$ cat src/hdl/att_pkg.sv
// constants, register layouts and bus carriers of the trigger/timing block
// assumes an AXI4-Lite master with 32-bit data and one clock domain
`default_nettype none
package att_pkg;
    // widths and counts
    localparam int ADDR_W = 8;
    localparam int NPFI = 8;
    localparam int NDIO = 2;
    localparam int SEL_W = 4;
    localparam int VEC_W = 16;
    localparam int CNT_W = 16;
    // register byte offsets
    localparam logic [ADDR_W-1:0] OFF_CTRL = 8'h00;
    localparam logic [ADDR_W-1:0] OFF_SRC = 8'h04;
    localparam logic [ADDR_W-1:0] OFF_DIV = 8'h08;
    localparam logic [ADDR_W-1:0] OFF_DLY = 8'h0C;
    localparam logic [ADDR_W-1:0] OFF_STAT = 8'h10;
    // reset values
    localparam logic [31:0] RST_CTRL = 32'h0000_0000;
    localparam logic [31:0] RST_SRC = 32'h0000_0000;
    localparam logic [CNT_W-1:0] RST_DIV = 16'h0002;
    localparam logic [CNT_W-1:0] RST_DLY = 16'h0000;
    // bus responses
    localparam logic [1:0] RESP_OKAY = 2'h0;
    localparam logic [1:0] RESP_SLVERR = 2'h2;
    // source select codes, index into the synchronised source vector
    localparam logic [SEL_W-1:0] SRC_HOST = 4'h0;
    localparam logic [SEL_W-1:0] SRC_IN_REF = 4'h1;
    localparam logic [SEL_W-1:0] SRC_IN_LAUNCH = 4'h2;
    localparam logic [SEL_W-1:0] SRC_ANALOG = 4'h3;
    localparam logic [SEL_W-1:0] SRC_DIO0 = 4'h4;
    localparam logic [SEL_W-1:0] SRC_DIO1 = 4'h5;
    localparam logic [SEL_W-1:0] SRC_PFI0 = 4'h8;
    // sequencer states
    typedef enum logic [3:0] {
        ST_IDLE = 4'h1,
        ST_ARMED = 4'h2,
        ST_DELAY = 4'h4,
        ST_RUN = 4'h8
    } att_state_e;
    // control register, bits 0..2 are write-only pulses
    typedef struct packed {
        logic [20:0] rsvd;
        logic launchUseTrig;
        logic pulseLow;
        logic strobeFall;
        logic holdActLow;
        logic holdEn;
        logic launchFall;
        logic baseExt;
        logic strobeExt;
        logic hostPulse;
        logic stop;
        logic go;
    } att_ctrl_s;
    // source select and terminal routing register
    typedef struct packed {
        logic [7:0] rsvd;
        logic lnchRouteEn;
        logic [2:0] lnchTerm;
        logic strbRouteEn;
        logic [2:0] strbTerm;
        logic [SEL_W-1:0] baseSel;
        logic [SEL_W-1:0] strbSel;
        logic [SEL_W-1:0] holdSel;
        logic [SEL_W-1:0] launchSel;
    } att_src_s;
    // status register
    typedef struct packed {
        logic [CNT_W-1:0] count;
        logic [11:0] rsvd;
        logic holding;
        logic running;
        logic delaying;
        logic armed;
    } att_stat_s;
    // AXI4-Lite master to slave
    typedef struct packed {
        logic [ADDR_W-1:0] awaddr;
        logic awvalid;
        logic [31:0] wdata;
        logic [3:0] wstrb;
        logic wvalid;
        logic bready;
        logic [ADDR_W-1:0] araddr;
        logic arvalid;
        logic rready;
    } att_axi_req_s;
    // AXI4-Lite slave to master
    typedef struct packed {
        logic awready;
        logic wready;
        logic [1:0] bresp;
        logic bvalid;
        logic arready;
        logic [31:0] rdata;
        logic [1:0] rresp;
        logic rvalid;
    } att_axi_rsp_s;
endpackage
`default_nettype wire

$ cat src/hdl/att_sync_edge.sv
// two-flop synchroniser with edge detect on a third flop
// assumes inputs may be asynchronous to ref_clk
`default_nettype none
module att_sync_edge #(
    parameter int W = 16
)
(
    // clock and reset
    input wire logic ref_clk,
    input wire logic rstn,
    // raw inputs
    input wire logic [W-1:0] d,
    // synchronised level and one-cycle edges
    output logic [W-1:0] lvl,
    output logic [W-1:0] rise,
    output logic [W-1:0] fall
);
    // all state of the synchroniser
    typedef struct packed {
        logic [W-1:0] s1;
        logic [W-1:0] s2;
        logic [W-1:0] s3;
    } att_sync_s;

    att_sync_s st_reg;
    att_sync_s st_next;

    // shift chain; s1 feeds only s2
    always_comb
    begin
        st_next.s1 = d;
        st_next.s2 = st_reg.s1;
        st_next.s3 = st_reg.s2;
    end

    // synchronous reset to all zero
    always_ff @(posedge ref_clk)
    begin
        if (!rstn)
            st_reg <= '0;
        else
            st_reg <= st_next;
    end

    // edges compare the second and third stages only
    assign lvl = st_reg.s2;
    assign rise = st_reg.s2 & ~st_reg.s3;
    assign fall = ~st_reg.s2 & st_reg.s3;
endmodule
`default_nettype wire

$ cat src/hdl/att_trig_timing.sv
// output update strobe, launch and hold sequencing with AXI4-Lite registers
// assumes one 50 MHz ref_clk, synchronous active-low reset, async pins
//
// Contract
// every channel updates on each strobe together
// strobe source internal or external, configurable
// strobe routable to terminals, active high default
// strobe divided from internal or external timebase
// timebase never routed to any terminal
// start on launch event or software command
// programmable launch-to-first-sample delay, internal strobe
// launch source and active edge selectable
// analog event launches on selected edge
// host configures analog threshold via input task
// routed launch event is active-high pulse
// hold suppresses next samples, current completes
// onboard strobe resumes at once after hold
// external strobe resumes on next edge after hold
// hold source and active level configurable
// analog event holds at configured level
// digital triggers from two input slots
// hold responds to level, never edges
// synchronise launch and hold inputs first
//
// Implementation choices: the register offsets and register access over AXI4-Lite.
`default_nettype none
module att_trig_timing #(
    parameter int CH = 4
)
(
    // clock and reset
    input wire logic ref_clk,
    input wire logic rstn,
    // register bus
    input wire att_pkg::att_axi_req_s axiReq,
    output var att_pkg::att_axi_rsp_s axiRsp,
    // trigger, gate and clock sources
    input wire logic [att_pkg::NPFI-1:0] pfiIn,
    input wire logic [att_pkg::NDIO-1:0] dioTrig,
    input wire logic inRefEvent,
    input wire logic inLaunchEvent,
    input wire logic analogEvent,
    // programmable terminal drivers
    output var logic [att_pkg::NPFI-1:0] pfiOut,
    output var logic [att_pkg::NPFI-1:0] pfiOeN,
    // channel update and event pulses
    output var logic [CH-1:0] chanUpdate,
    output var logic updateStrobe,
    output var logic launchPulse
);
    import att_pkg::*;

    // all state of the block
    typedef struct packed {
        att_state_e fsm;
        att_ctrl_s ctrl;
        att_src_s src;
        logic [CNT_W-1:0] div;
        logic [CNT_W-1:0] dly;
        logic [CNT_W-1:0] divCnt;
        logic [CNT_W-1:0] dlyCnt;
        logic [CNT_W-1:0] count;
        logic strobe;
        logic launch;
        logic holding;
        logic [CH-1:0] chan;
        logic awHave;
        logic wHave;
        logic [ADDR_W-1:0] awaddr;
        logic [31:0] wdata;
        logic [3:0] wstrb;
        att_axi_rsp_s rsp;
        logic [NPFI-1:0] pOut;
        logic [NPFI-1:0] pOeN;
    } att_top_s;

    att_top_s s_reg;
    att_top_s s_next;

    // raw source vector: host slot 0, spare 6..7 read as zero
    logic [VEC_W-1:0] rawVec;
    // synchronised levels and edges of every source
    logic [VEC_W-1:0] lvlVec;
    logic [VEC_W-1:0] riseVec;
    logic [VEC_W-1:0] fallVec;
    // decoded events of the current cycle
    logic goCmd;
    logic stopCmd;
    logic hostCmd;
    logic launchTrig;
    logic holdNow;
    logic extEdge;
    logic baseTick;
    logic divLast;
    logic fire;
    logic launchFire;
    logic [31:0] merged;
    att_stat_s stat;

    // both digital input slots feed the same select space
    assign rawVec = {pfiIn, 2'b00, dioTrig, analogEvent, inLaunchEvent,
        inRefEvent, 1'b0};

    // every external source passes two flops before any use
    att_sync_edge #(
        .W(VEC_W)
    ) u_sync (
        .ref_clk(ref_clk),
        .rstn(rstn),
        .d(rawVec),
        .lvl(lvlVec),
        .rise(riseVec),
        .fall(fallVec)
    );

    // pick one source out of a synchronised vector
    function automatic logic pick(input logic [SEL_W-1:0] sel,
        input logic [VEC_W-1:0] v);
        return v[sel];
    endfunction

    // apply byte enables of a write to an old register value
    function automatic logic [31:0] mergeBytes(input logic [31:0] old,
        input logic [31:0] nw, input logic [3:0] strb);
        logic [31:0] r;
        r = old;
        for (int b = 0; b < 4; b++)
        begin
            if (strb[b])
                r[8*b +: 8] = nw[8*b +: 8];
        end
        return r;
    endfunction

    // status word seen by software
    always_comb
    begin
        stat = '0;
        stat.count = s_reg.count;
        stat.holding = s_reg.holding;
        stat.running = (s_reg.fsm == ST_RUN);
        stat.delaying = (s_reg.fsm == ST_DELAY);
        stat.armed = (s_reg.fsm == ST_ARMED);
    end

    // trigger decoding from the selected sources
    always_comb
    begin
        // host pulse or edge of any other source, edge selectable
        if (s_reg.src.launchSel == SRC_HOST)
            launchTrig = hostCmd;
        else
            launchTrig = pick(s_reg.src.launchSel,
                s_reg.ctrl.launchFall ? fallVec : riseVec);
        // hold looks at a level only, polarity selectable
        holdNow = s_reg.ctrl.holdEn &&
            (pick(s_reg.src.holdSel, lvlVec) ^ s_reg.ctrl.holdActLow);

        // external strobe edge, rising or falling
        extEdge = pick(s_reg.src.strbSel,
            s_reg.ctrl.strobeFall ? fallVec : riseVec);
        // timebase is ref_clk itself or an external rising edge
        baseTick = s_reg.ctrl.baseExt ?
            pick(s_reg.src.baseSel, riseVec) : 1'b1;
        // terminal count of the divider, divisor 0 acts as 1
        divLast = ({1'b0, s_reg.divCnt} + (CNT_W+1)'(1)) >=
            {1'b0, s_reg.div};
    end

    // next-state logic of bus slave and sequencer
    always_comb
    begin
        s_next = s_reg;
        goCmd = 1'b0;
        stopCmd = 1'b0;
        hostCmd = 1'b0;
        fire = 1'b0;
        launchFire = 1'b0;
        merged = mergeBytes(32'h0000_0000, s_reg.wdata, s_reg.wstrb);
        // write address and data are taken independently
        if (axiReq.awvalid && s_reg.rsp.awready)
        begin
            s_next.awHave = 1'b1;
            s_next.awaddr = axiReq.awaddr;
        end
        if (axiReq.wvalid && s_reg.rsp.wready)
        begin
            s_next.wHave = 1'b1;
            s_next.wdata = axiReq.wdata;
            s_next.wstrb = axiReq.wstrb;
        end
        // both halves present: perform the write and answer
        if (s_reg.awHave && s_reg.wHave && !s_reg.rsp.bvalid)
        begin
            s_next.awHave = 1'b0;
            s_next.wHave = 1'b0;
            s_next.rsp.bvalid = 1'b1;
            s_next.rsp.bresp = RESP_OKAY;
            case (s_reg.awaddr)
                OFF_CTRL:
                begin
                    merged = mergeBytes(s_reg.ctrl, s_reg.wdata,
                        s_reg.wstrb);
                    s_next.ctrl = att_ctrl_s'(merged);
                    goCmd = s_next.ctrl.go;
                    stopCmd = s_next.ctrl.stop;
                    hostCmd = s_next.ctrl.hostPulse;
                    // command bits never stay set
                    s_next.ctrl.go = 1'b0;
                    s_next.ctrl.stop = 1'b0;
                    s_next.ctrl.hostPulse = 1'b0;
                    s_next.ctrl.rsvd = '0;
                end
                OFF_SRC:
                begin
                    merged = mergeBytes(s_reg.src, s_reg.wdata,
                        s_reg.wstrb);
                    s_next.src = att_src_s'(merged);
                    s_next.src.rsvd = '0;
                end
                OFF_DIV:
                begin
                    merged = mergeBytes({16'h0000, s_reg.div},
                        s_reg.wdata, s_reg.wstrb);
                    s_next.div = merged[CNT_W-1:0];
                end
                OFF_DLY:
                begin
                    merged = mergeBytes({16'h0000, s_reg.dly},
                        s_reg.wdata, s_reg.wstrb);
                    s_next.dly = merged[CNT_W-1:0];
                end
                // status is read-only, the write is dropped
                OFF_STAT:
                    s_next.rsp.bresp = RESP_OKAY;
                // unmapped address
                default:
                    s_next.rsp.bresp = RESP_SLVERR;
            endcase
        end
        // write response taken
        if (s_reg.rsp.bvalid && axiReq.bready)
            s_next.rsp.bvalid = 1'b0;
        // read data taken
        if (s_reg.rsp.rvalid && axiReq.rready)
            s_next.rsp.rvalid = 1'b0;
        // read address taken, data follows next cycle
        if (axiReq.arvalid && s_reg.rsp.arready)
        begin
            s_next.rsp.rvalid = 1'b1;
            s_next.rsp.rresp = RESP_OKAY;
            case (axiReq.araddr)
                OFF_CTRL:
                    s_next.rsp.rdata = s_reg.ctrl;
                OFF_SRC:
                    s_next.rsp.rdata = s_reg.src;
                OFF_DIV:
                    s_next.rsp.rdata = {16'h0000, s_reg.div};
                OFF_DLY:
                    s_next.rsp.rdata = {16'h0000, s_reg.dly};
                OFF_STAT:
                    s_next.rsp.rdata = stat;
                default:
                begin
                    s_next.rsp.rdata = 32'h0000_0000;
                    s_next.rsp.rresp = RESP_SLVERR;
                end
            endcase
        end
        // sequencer
        case (s_reg.fsm)
            // waiting for software
            ST_IDLE:
            begin
                if (goCmd)
                begin
                    if (s_next.ctrl.launchUseTrig)
                        s_next.fsm = ST_ARMED;
                    else
                        launchFire = 1'b1;
                end
            end
            // waiting for the launch event
            ST_ARMED:
            begin
                if (launchTrig)
                    launchFire = 1'b1;
            end
            // launch-to-first-sample delay
            ST_DELAY:
            begin
                if (s_reg.dlyCnt <= CNT_W'(1))
                    s_next.fsm = ST_RUN;
                else
                    s_next.dlyCnt = s_reg.dlyCnt - CNT_W'(1);
            end
            // generating; hold is judged only where a sample starts
            ST_RUN:
            begin
                if (!s_reg.ctrl.strobeExt)
                begin
                    if (baseTick)
                    begin
                        if (!divLast)
                            s_next.divCnt = s_reg.divCnt + CNT_W'(1);

                        else if (!holdNow)
                            fire = 1'b1;
                    end
                end
                else if (extEdge && !holdNow)
                    fire = 1'b1;
            end
            // unknown code recovers to idle
            default:
                s_next.fsm = ST_IDLE;
        endcase
        // launch: first sample at once or after the delay
        if (launchFire)
        begin
            s_next.dlyCnt = s_reg.dly;
            s_next.divCnt = s_reg.div - CNT_W'(1);
            if (!s_reg.ctrl.strobeExt && s_reg.dly != '0)
                s_next.fsm = ST_DELAY;
            else
                s_next.fsm = ST_RUN;
        end
        // a fired sample restarts the divider
        if (fire)
        begin
            s_next.divCnt = '0;
            s_next.count = s_reg.count + CNT_W'(1);
        end
        // stop wins over any state change in the same cycle; strobe and launch pulses of that cycle still go out
        if (stopCmd)
            s_next.fsm = ST_IDLE;
        s_next.holding = holdNow && (s_reg.fsm == ST_RUN);
        s_next.strobe = fire;
        s_next.launch = launchFire;
        s_next.chan = {CH{fire}};
        // ready flags follow the next occupancy
        s_next.rsp.awready = !s_next.awHave && !s_next.rsp.bvalid;
        s_next.rsp.wready = !s_next.wHave && !s_next.rsp.bvalid;
        s_next.rsp.arready = !s_next.rsp.rvalid;
        // terminal drivers; the timebase has no route at all
        for (int k = 0; k < NPFI; k++)
        begin
            if (s_reg.src.strbRouteEn && s_reg.src.strbTerm == 3'(k))
            begin
                s_next.pOut[k] = fire ^ s_reg.ctrl.pulseLow;
                s_next.pOeN[k] = 1'b0;
            end
            else if (s_reg.src.lnchRouteEn &&
                s_reg.src.lnchTerm == 3'(k))
            begin
                s_next.pOut[k] = launchFire;
                s_next.pOeN[k] = 1'b0;
            end
            else
            begin
                s_next.pOut[k] = 1'b0;
                s_next.pOeN[k] = 1'b1;
            end
        end
    end

    // state register with synchronous reset
    always_ff @(posedge ref_clk)
    begin
        if (!rstn)
        begin
            s_reg <= '0;
            s_reg.fsm <= ST_IDLE;
            s_reg.ctrl <= att_ctrl_s'(RST_CTRL);
            s_reg.src <= att_src_s'(RST_SRC);
            s_reg.div <= RST_DIV;
            s_reg.dly <= RST_DLY;
            s_reg.rsp.awready <= 1'b1;
            s_reg.rsp.wready <= 1'b1;
            s_reg.rsp.arready <= 1'b1;
            s_reg.pOeN <= '1;
        end
        else
            s_reg <= s_next;
    end

    // outputs straight from the state register
    assign axiRsp = s_reg.rsp;
    assign pfiOut = s_reg.pOut;
    assign pfiOeN = s_reg.pOeN;
    assign chanUpdate = s_reg.chan;
    assign updateStrobe = s_reg.strobe;
    assign launchPulse = s_reg.launch;
endmodule
`default_nettype wire

$ cat config.mk
export PLATFORM = sky130hd
export DESIGN_NAME = att_trig_timing
export DESIGN_NICKNAME = d
export VERILOG_FILES = /design/src/hdl/att_pkg.sv /design/src/hdl/att_sync_edge.sv /design/src/hdl/att_trig_timing.sv
export SDC_FILE = /design/constraint.sdc
export NUM_CORES = 1
export LEC_CHECK = 0
export BUFFER_PORTS_ARGS = -buffer_cell sky130_fd_sc_hd__buf_2
export CORE_MARGIN = 3
export CORE_UTILIZATION = 53
export DETAILED_ROUTE_END_ITERATION = 12
export PLACE_DENSITY_LB_ADDON = 0.12
export SYNTH_ARGS = -nofsm -noshare
export SYNTH_HDL_FRONTEND = slang
export SYNTH_SLANG_ARGS = --single-unit
$ cat constraint.sdc
create_clock -name ref_clk -period 3.7 [get_ports ref_clk]
set_input_delay 0.37 -clock ref_clk [delete_from_list [all_inputs] [get_ports ref_clk]]
set_output_delay 0.37 -clock ref_clk [all_outputs]
set_load 0.05 [all_outputs]
==> results of run 1 <==
## routing by layer
metal	global-route usage, %	routed length (um)	vias to the layer above	share of wire (%)
met3	3.68	2020	43	6.7
met2	38.8	13800	320	45
li1	-	-	4977	-
met5	0	13	-	0.043
met1	35.1	14000	4638	46
met4	6.46	554	2	1.8
## power groups by stage
stage	Combinational [uW]	Sequential [uW]	Clock, uW
after global placement	300	2860	0
final	301	2800	2730
after floorplan	232	2840	0
after CTS	303	2800	2780
after detailed placement	302	2860	0
after global routing	336	2810	2900
## cell usage in the layout (no fill, tap or decap), drive strengths merged, types with 4 or more instances in the layout
cell,netlist,final
a21oi,101,101
a211oi,29,29
o211ai,9,9
a22oi,10,10
nand3,45,45
nand2,138,138
nor3b,7,7
nor3,36,36
xor2,9,9
o22ai,4,4
nand4,10,10
nand2b,25,25
and3b,6,6
or4,5,5
and3,17,17
nor4,13,13
a221oi,8,8
o2111ai,5,5
nand3b,9,9
nor2,182,182
a31oi,12,12
ha,21,21
xnor2,36,36
or2,7,7
dfxtp,250,250
clkbuf,56,41
mux2i,58,58
o21ai,35,35
nor2b,27,27
and2,46,46
inv,40,42
o311ai,4,4
or3,20,20
o21a,5,5
mux4,15,15
buf,75,155
## worst max path at each step
stage	startpoint	endpoint	slack [ns]	cells after the start
floorplan	s_reg[144]	s_reg[124]	0.16	19
global placement	s_reg[143]	s_reg[151]	0.14	15
detailed placement	s_reg[146]	s_reg[115]	0.06	17
CTS	s_reg[146]	s_reg[115]	0.04	17
global route	s_reg[142]	s_reg[143]	-0.04	15
finish	s_reg[142]	s_reg[151]	0.20	15
## cell type report
type,instances,area [um2],share of cell area [%]
clock inverters,7,96.3,0.712
flip-flops and latches,250,5010,37.0
multi-input cells,996,6200,45.8
clock buffers,41,818,6.04
repair buffers,155,906,6.69
well taps,280,350,2.59
inverters,41,156,1.16
diodes,1,2.50,0.0185
## what timing repair did
item | 4_1_cts | 5_1_grt
setup buffers | 0 | 1
hold buffers | 0 | 0
resized for setup | 0 | 10
setup endpoints to repair | 0 | 39
## worst max-delay path: stages, from the launching register on
cell	delay (ns)
dfxtp_1	0.35
ha_2	0.21
and4_1	0.23
nand4_1	0.16
buf_4	0.19
nor2_1	0.12
xor2_1	0.22
ha_1	0.28
a21oi_1	0.17
o21a_1	0.15
a2bb2oi_1	0.17
nand3_1	0.15
or3_4	0.42
and2_4	0.22
o21bai_1	0.18
a211oi_2	0.20
## through the flow
stage                     utilization, %  cells  power, uW
after global routing                61.3   1771       6040
after floorplan                        -   1418       3070
after detailed placement            57.0   1721       3160
after global placement              57.0   1721       3160
final                               61.3   1771       5840
after CTS                           61.1   1769       5890
## logic make-up (layout without fill, tap and decap cells)
group / Yosys count / count (layout) / share of synthesized area (%)
simple gates: 605 / 605 / 24.9
flops: 250 / 250 / 41.5
compound gates: 248 / 248 / 13.0
buf+inv: 172 / 244 / 7.43
mux: 75 / 75 / 7.79
xor+xnor: 45 / 45 / 3.26
fa+ha+maj: 21 / 21 / 2.18
other cells: 1 / 3 / 0.0311
==> tab_implementation.tex, run 1 <==
\begin{tabular}{lr}
\hline
Metric & Value \\
\hline
\multicolumn{2}{l}{\textbf{Synthesis}} \\
\quad Top-count cell post-synth & dfxtp\_1 \\
\quad Yosys top cell area share & 41.5\% \\
\quad List of most frequent post-synthesis cells & dfxtp\_1, nor2\_1, nand2\_1, a21oi\_1, buf\_4 \\
\quad Number of synthesized flops with an enable pin & 0 \\
\quad Count of unique library cells instantiated by Yosys & 74 \\
\quad Proportion of synthesized chip area in sequential cells & 41.5\% \\
\quad Cells taking the most area after synthesis & dfxtp\_1, nor2\_1, mux2i\_1, nand2\_1, a21oi\_1 \\
\quad Share of async-settable or async-resettable flops after synthesis & 0\% \\
\quad Flip-flop cell with the highest count after synthesis & dfxtp\_1 \\
\quad Cell Area, Synth & 12100 um2 \\
\quad Post-synthesis register bit count & 250 \\
\quad Instance count of the mapped netlist & 1417 \\
\quad Library cell occupying the most area in the post-synthesis netlist & dfxtp\_1 \\
\quad Count of synthesis-stage warnings from yosys & 0 \\
\quad Post-synthesis area per instance & 8.52 um2 \\
\multicolumn{2}{l}{\textbf{Route}} \\
\quad Routed via count & 9980 \\
\quad Antenna-violating nets left & 0 \\
\quad Average wire length per cell after detail routing & 17.1 um \\
\quad Initial drt markers & 615 \\
\quad Vias/cell & 5.64 \\
\quad DRT Wirelength & 30300 um \\
\quad Detailed Routing Iterations Pass 1 & 5 \\
\quad Drt drc & 0 \\
\multicolumn{2}{l}{\textbf{Finish}} \\
\quad Fraction of final layout cells sized beyond drive strength 1 & 16.4\% \\
\quad Max FFs per register & 154 \\
\quad Filler cell count & 2017 \\
\quad Post-layout instance area & 13500 um2 \\
\quad P\&R area growth vs syn & 12.1\% \\
\quad Number of nets in the finished design & 1564 \\
\multicolumn{2}{l}{\textbf{Floorplan}} \\
\quad Number of primary I/O pins & 135 \\
\quad Row count & 54 \\
\quad Core Region & 22100 um2 \\
\quad Width of the chip & 157 um \\
\quad Die outline area & 24600 um2 \\
\quad Effective utilization at floorplan & 54.6\% \\
\quad Chip Height & 157 um \\
\multicolumn{2}{l}{\textbf{Power and ir drop}} \\
\quad Cell Int Power & 4510 uW \\
\quad Ratio of total power to cell area & 431 nW/um2 \\
\quad Maximum VDD drop & 311 uV \\
\quad P\_sw & 1330 uW \\
\quad Power share of the sequential group & 48.1\% \\
\quad Part of the total power dissipated in the clock network & 46.8\% \\
\quad Comb pwr share & 5.2\% \\
\quad Standby leakage power & 0.00518 uW \\
\quad Switch share & 22.8\% \\
\multicolumn{2}{l}{\textbf{Global route}} \\
\quad Number of antenna violations at the first check in global routing & 2 \\
\quad Via count of the first global-routing pass & 9251 \\
\quad Largest net degree at the start of global routing & 77 \\
\quad GR Overflow Total & 0 \\
\quad Combined global-route utilization of all metal layers & 24.5\% \\
\quad Wire length of the first global-routing pass & 48900 um \\
\multicolumn{2}{l}{\textbf{Setup path}} \\
\quad Worst Path Max Fanout & 10 \\
\quad CP Data Arrival Time & 3.95 ns \\
\quad Worst reg2reg startpoint & s\_reg[142] \\
\quad Worst reg-to-reg setup slack & 0.20 ns \\
\quad Crit path required time & 4.15 ns \\
\quad Kind of start point of the critical path & flip-flop \\
\quad Kind of capture point of the worst setup path & flip-flop \\
\quad Endpoint of the worst register-to-register path & s\_reg[151] \\
\quad Crit Path Category & reg2reg \\
\quad Worst R2R Path Depth & 15 \\
\multicolumn{2}{l}{\textbf{STA}} \\
\quad Total of endpoints with negative setup slack in the final report & 0 \\
\quad Worst slew margin relative to its limit & 26.6\% \\
\quad Worst Hold Slack & 0.0421 ns \\
\quad Number of pins exceeding their max-slew limit in the final report & 0 \\
\quad Final worst-path cycle share & 94.6\% \\
\quad Layout Skew & 0.0173 ns \\
\quad Total negative slack for setup checks & 0 ns \\
\quad Smallest setup slack after layout & 0.200 ns \\
\quad Fin. Hold Viols & 0 \\
\quad Transition time at the pin with the least slew margin & 1.10 ns \\
\quad Timing-limited maximum frequency & 286 MHz \\
\quad Final period demand of the worst path & 3.50 ns \\
\multicolumn{2}{l}{\textbf{Worst hold path}} \\
\quad Hold-critical path endpoint & u\_sync.st\_next[24] \\
\quad Worst Hold Launch & pfiIn[0] \\
\quad Class of the worst hold path & in2reg \\
\quad Hold path depth & 2 \\
\multicolumn{2}{l}{\textbf{Place}} \\
\quad Placed inst area & 12600 um2 \\
\quad Placement-stage worst setup slack & 0.0613 ns \\
\quad Gpl congestion & 0.903 \\
\quad Port-buffer cells & 123 \\
\quad HPWL after DPL & 22100 um \\
\multicolumn{2}{l}{\textbf{Clock tree}} \\
\quad Clk sinks & 250 \\
\quad Root buffer selected by CTS & clkbuf\_16 \\
\quad Number of buffers on the longest clock path & 3 \\
\quad Maximum level of the CTS H-tree & 1 \\
\quad Worst-Skew Late Latency & 0.53 ns \\
\quad TritonCTS clock tree & done \\
\quad Clock slew at reported path FFs & 0.06 ns \\
\quad TritonCTS buffer count & 27 \\
\multicolumn{2}{l}{\textbf{Run}} \\
\quad Reported max-cap violation count & 0 \\
\multicolumn{2}{l}{\textbf{Status}} \\
\quad Run status & completed \\
\hline
\end{tabular}
No activity file was read; power rests on OpenSTA's default activity.
==> run 2, diff against run 1 <==
==> constraint.sdc (replaced) <==
create_clock -name ref_clk -period 3.7 [get_ports ref_clk]
set_input_delay 0.555 -clock ref_clk [delete_from_list [all_inputs] [get_ports ref_clk]]
set_output_delay 0.555 -clock ref_clk [all_outputs]
set_load 0.05 [all_outputs]
==> run 2 against run 1 <==
First-iteration DRC count is 8.9% higher. Utilization is 0.79 points higher. Highest routed layer unchanged. Count of clock-buffer cells in the layout is 6 lower. Setup slack worse by 0.0013 ns.
==> tab_implementation.tex, run 2 (synthesis results as in run 1) <==
\begin{tabular}{lr}
\hline
Metric & Value \\
\hline
\multicolumn{2}{l}{\textbf{Floorplan}} \\
\quad Row count & 54 (unchanged) \\
\quad Number of primary I/O pins & 135 (unchanged) \\
\quad Die outline area & 24600 um2 (unchanged) \\
\quad Chip Height & 157 um (unchanged) \\
\quad Effective utilization at floorplan & 54.6\% (unchanged) \\
\quad Width of the chip & 157 um (unchanged) \\
\quad Core Region & 22100 um2 (unchanged) \\
\multicolumn{2}{l}{\textbf{STA}} \\
\quad Total negative slack for setup checks & 0 ns (unchanged) \\
\quad Worst Hold Slack & 0.214 ns (was 0.0421 ns) \\
\quad Transition time at the pin with the least slew margin & 1.03 ns (was 1.10 ns) \\
\quad Worst slew margin relative to its limit & 31.4\% (was 26.6\%) \\
\quad Fin. Hold Viols & 0 (unchanged) \\
\quad Unrepaired setup endpoints after global routing & false \\
\quad Layout Skew & 0.0200 ns (was 0.0173 ns) \\
\quad Final period demand of the worst path & 3.50 ns (about the same) \\
\quad Final worst-path cycle share & 94.6\% (about the same) \\
\quad Number of pins exceeding their max-slew limit in the final report & 0 (unchanged) \\
\quad Timing-limited maximum frequency & 286 MHz (about the same) \\
\quad Total of endpoints with negative setup slack in the final report & 0 (unchanged) \\
\multicolumn{2}{l}{\textbf{Run}} \\
\quad Reported max-cap violation count & 0 (unchanged) \\
\multicolumn{2}{l}{\textbf{Power and ir drop}} \\
\quad Ratio of total power to cell area & 451 nW/um2 (was 431 nW/um2) \\
\quad Switch share & 22.3\% (was 22.8\%) \\
\quad P\_sw & 1380 uW (was 1330 uW) \\
\quad Power share of the sequential group & 45.4\% (was 48.1\%) \\
\quad Part of the total power dissipated in the clock network & 49.7\% (was 46.8\%) \\
\quad Maximum VDD drop & 360 uV (was 311 uV) \\
\quad Cell Int Power & 4800 uW (was 4510 uW) \\
\quad Standby leakage power & 0.00526 uW (was 0.00518 uW) \\
\quad Comb pwr share & 4.9\% (was 5.2\%) \\
\multicolumn{2}{l}{\textbf{Worst hold path}} \\
\quad Worst Hold Launch & pfiIn[3] (was pfiIn[0]) \\
\quad Class of the worst hold path & in2reg (unchanged) \\
\multicolumn{2}{l}{\textbf{Global route}} \\
\quad Number of antenna violations at the first check in global routing & 1 (was 2) \\
\quad Wire length of the first global-routing pass & 48900 um (about the same) \\
\quad Via count of the first global-routing pass & 9426 (was 9251) \\
\quad Combined global-route utilization of all metal layers & 24.4\% (was 24.5\%) \\
\quad GR Overflow Total & 0 (unchanged) \\
\quad Largest net degree at the start of global routing & 76 (was 77) \\
\multicolumn{2}{l}{\textbf{Finish}} \\
\quad Filler cell count & 1953 (was 2017) \\
\quad P\&R area growth vs syn & 13.6\% (was 12.1\%) \\
\quad Number of nets in the finished design & 1568 (was 1564) \\
\quad Most frequent cells in the layout & dfxtp\_1, nor2\_1, nand2\_1 (unchanged) \\
\quad Diodes inserted & 0 (was 1) \\
\quad Most common library cell in the layout ignoring fill and taps & dfxtp\_1 (unchanged) \\
\quad Reg area & 5010 um2 (unchanged) \\
\quad Max FFs per register & 154 (unchanged) \\
\quad Fraction of final layout cells sized beyond drive strength 1 & 17.1\% (was 16.4\%) \\
\quad Area of the multi-input gates & 6220 um2 (was 6200 um2) \\
\multicolumn{2}{l}{\textbf{Place}} \\
\quad Port-buffer cells & 123 (unchanged) \\
\quad Gpl congestion & 0.916 (was 0.903) \\
\quad HPWL after DPL & 22200 um (was 22100 um) \\
\multicolumn{2}{l}{\textbf{Clock tree}} \\
\quad Clock slew at reported path FFs & 0.06 ns (about the same) \\
\quad Root buffer selected by CTS & clkbuf\_16 (unchanged) \\
\quad Maximum level of the CTS H-tree & 1 (unchanged) \\
\quad TritonCTS buffer count & 27 (unchanged) \\
\quad Number of buffers on the longest clock path & 3 (unchanged) \\
\quad Clk sinks & 250 (unchanged) \\
\quad Worst-Skew Late Latency & 0.55 ns (was 0.53 ns) \\
\quad TritonCTS clock tree & done (unchanged) \\
\quad Number of setup buffers added after CTS & 0 (unchanged) \\
\multicolumn{2}{l}{\textbf{Route}} \\
\quad Initial drt markers & 670 (was 615) \\
\quad Detailed Routing Iterations Pass 1 & 8 (was 5) \\
\quad Vias/cell & 5.67 (was 5.64) \\
\quad Antenna-violating nets left & 0 (unchanged) \\
\quad Routed via count & 10064 (was 9980) \\
\quad DRT Wirelength & 30300 um (about the same) \\
\quad Average wire length per cell after detail routing & 17.1 um (about the same) \\
\quad Drt drc & 0 (unchanged) \\
\multicolumn{2}{l}{\textbf{Status}} \\
\quad Run status & completed (unchanged) \\
\multicolumn{2}{l}{\textbf{Setup path}} \\
\quad CP Data Arrival Time & 3.95 ns (about the same) \\
\quad Worst Path Max Fanout & 4 (was 10) \\
\quad Crit Path Category & reg2reg (unchanged) \\
\quad Kind of capture point of the worst setup path & flip-flop (unchanged) \\
\quad Highest cell delay on the worst timing path & 0.44 ns (was 0.42 ns) \\
\quad Critical path cell sequence & ha\_1 > and4\_4 > nand4\_1 > nor2\_1 > nand2\_1 > xnor2\_1 > ha\_1 > a21o\_1 > a211oi\_1 > o31a\_1 > nand3\_1 > or3\_4 > buf\_4 > nor3\_1 > xnor2\_1 > a211oi\_1 (was ha\_2 > and4\_1 > nand4\_1 > buf\_4 > nor2\_1 > xor2\_1 > ha\_1 > a21oi\_1 > o21a\_1 > a2bb2oi\_1 > nand3\_1 > or3\_4 > and2\_4 > o21bai\_1 > a211oi\_2) \\
\quad Critical Path Source & s\_reg[143] (was s\_reg[142]) \\
\quad Worst path slowest cell & or3\_4 (unchanged) \\
\quad Kind of start point of the critical path & flip-flop (unchanged) \\
\quad Worst reg2reg startpoint & s\_reg[143] (was s\_reg[142]) \\
\quad Crit path required time & 4.15 ns (about the same) \\
\quad Sum of buffers and inverters on the critical path & 1 (unchanged) \\
\quad Family with the most delay on the worst path & simple AND/OR/NAND/NOR gates (unchanged) \\
\hline
\end{tabular}
[run 2: changes by cell type in the layout (fill, tap and decap cells not counted), sizes merged]
cell,previous run,this run
clkbuf,41,35
bufinv,2,7
buf,155,159
clkinv,1,2
clkinvlp,3,4
diode,1,0
inv,42,43
[run 2: metrics by stage]
| step | util [%] | std cells | cell area (um2) | setup slack (ns) | total power (uW) |
|---|---|---|---|---|---|
| 5_1_grt | 62.1 | 1776 | 13700 | 0.00649 | 6370 |
| 6_report | 62.1 | 1776 | 13700 | 0.199 | 6180 |
| 3_3_place_gp | 57.2 | 1726 | 12600 | 0.151 | 3160 |
| 4_1_cts | 61.9 | 1776 | 13700 | 0.0560 | 6230 |
| 2_1_floorplan | - | 1418 | 12100 | 0.156 | 3070 |
| 3_5_place_dp | 57.2 | 1726 | 12600 | 0.0637 | 3170 |
[run 2: final timing paths]
path	end	slack, ns	depth (start not counted)
max	s_reg[157]	0.20	16
min	u_sync.st_next[27]	0.21	2
max reg2reg	s_reg[157]	0.20	16
min reg2reg	u_sync.lvl[15]	0.43	1
[run 2: layout make-up]
| type | instances | area share (%) |
|---|---|---|
| clock inverters | 15 | 1.95 |
| repair buffers | 159 | 6.92 |
| flip-flops and latches | 250 | 36.5 |
| multi-input cells | 996 | 45.3 |
| inverters | 41 | 1.14 |
| clock buffers | 35 | 5.58 |
| well taps | 280 | 2.55 |
[run 2: what timing repair did]
item | CTS | global route
resized for setup | 0 | 12
hold buffers | 0 | 0
setup endpoints to repair | 0 | 34
[run 2: metal layers]
metal | GRT usage [%] | wire length [um]
met5 | 0 | 13
met4 | 5.96 | 570
met3 | 3.13 | 1970
met2 | 39.4 | 13900
met1 | 35.0 | 13900
[run 2: power by group through the flow]
stage | Sequential (uW) | Combinational (uW) | Clock, uW
after floorplan | 2840 | 232 | 0
after global placement | 2860 | 303 | 0
after detailed placement | 2860 | 306 | 0
after CTS | 2800 | 307 | 3120
after global routing | 2810 | 338 | 3230
final | 2800 | 305 | 3070
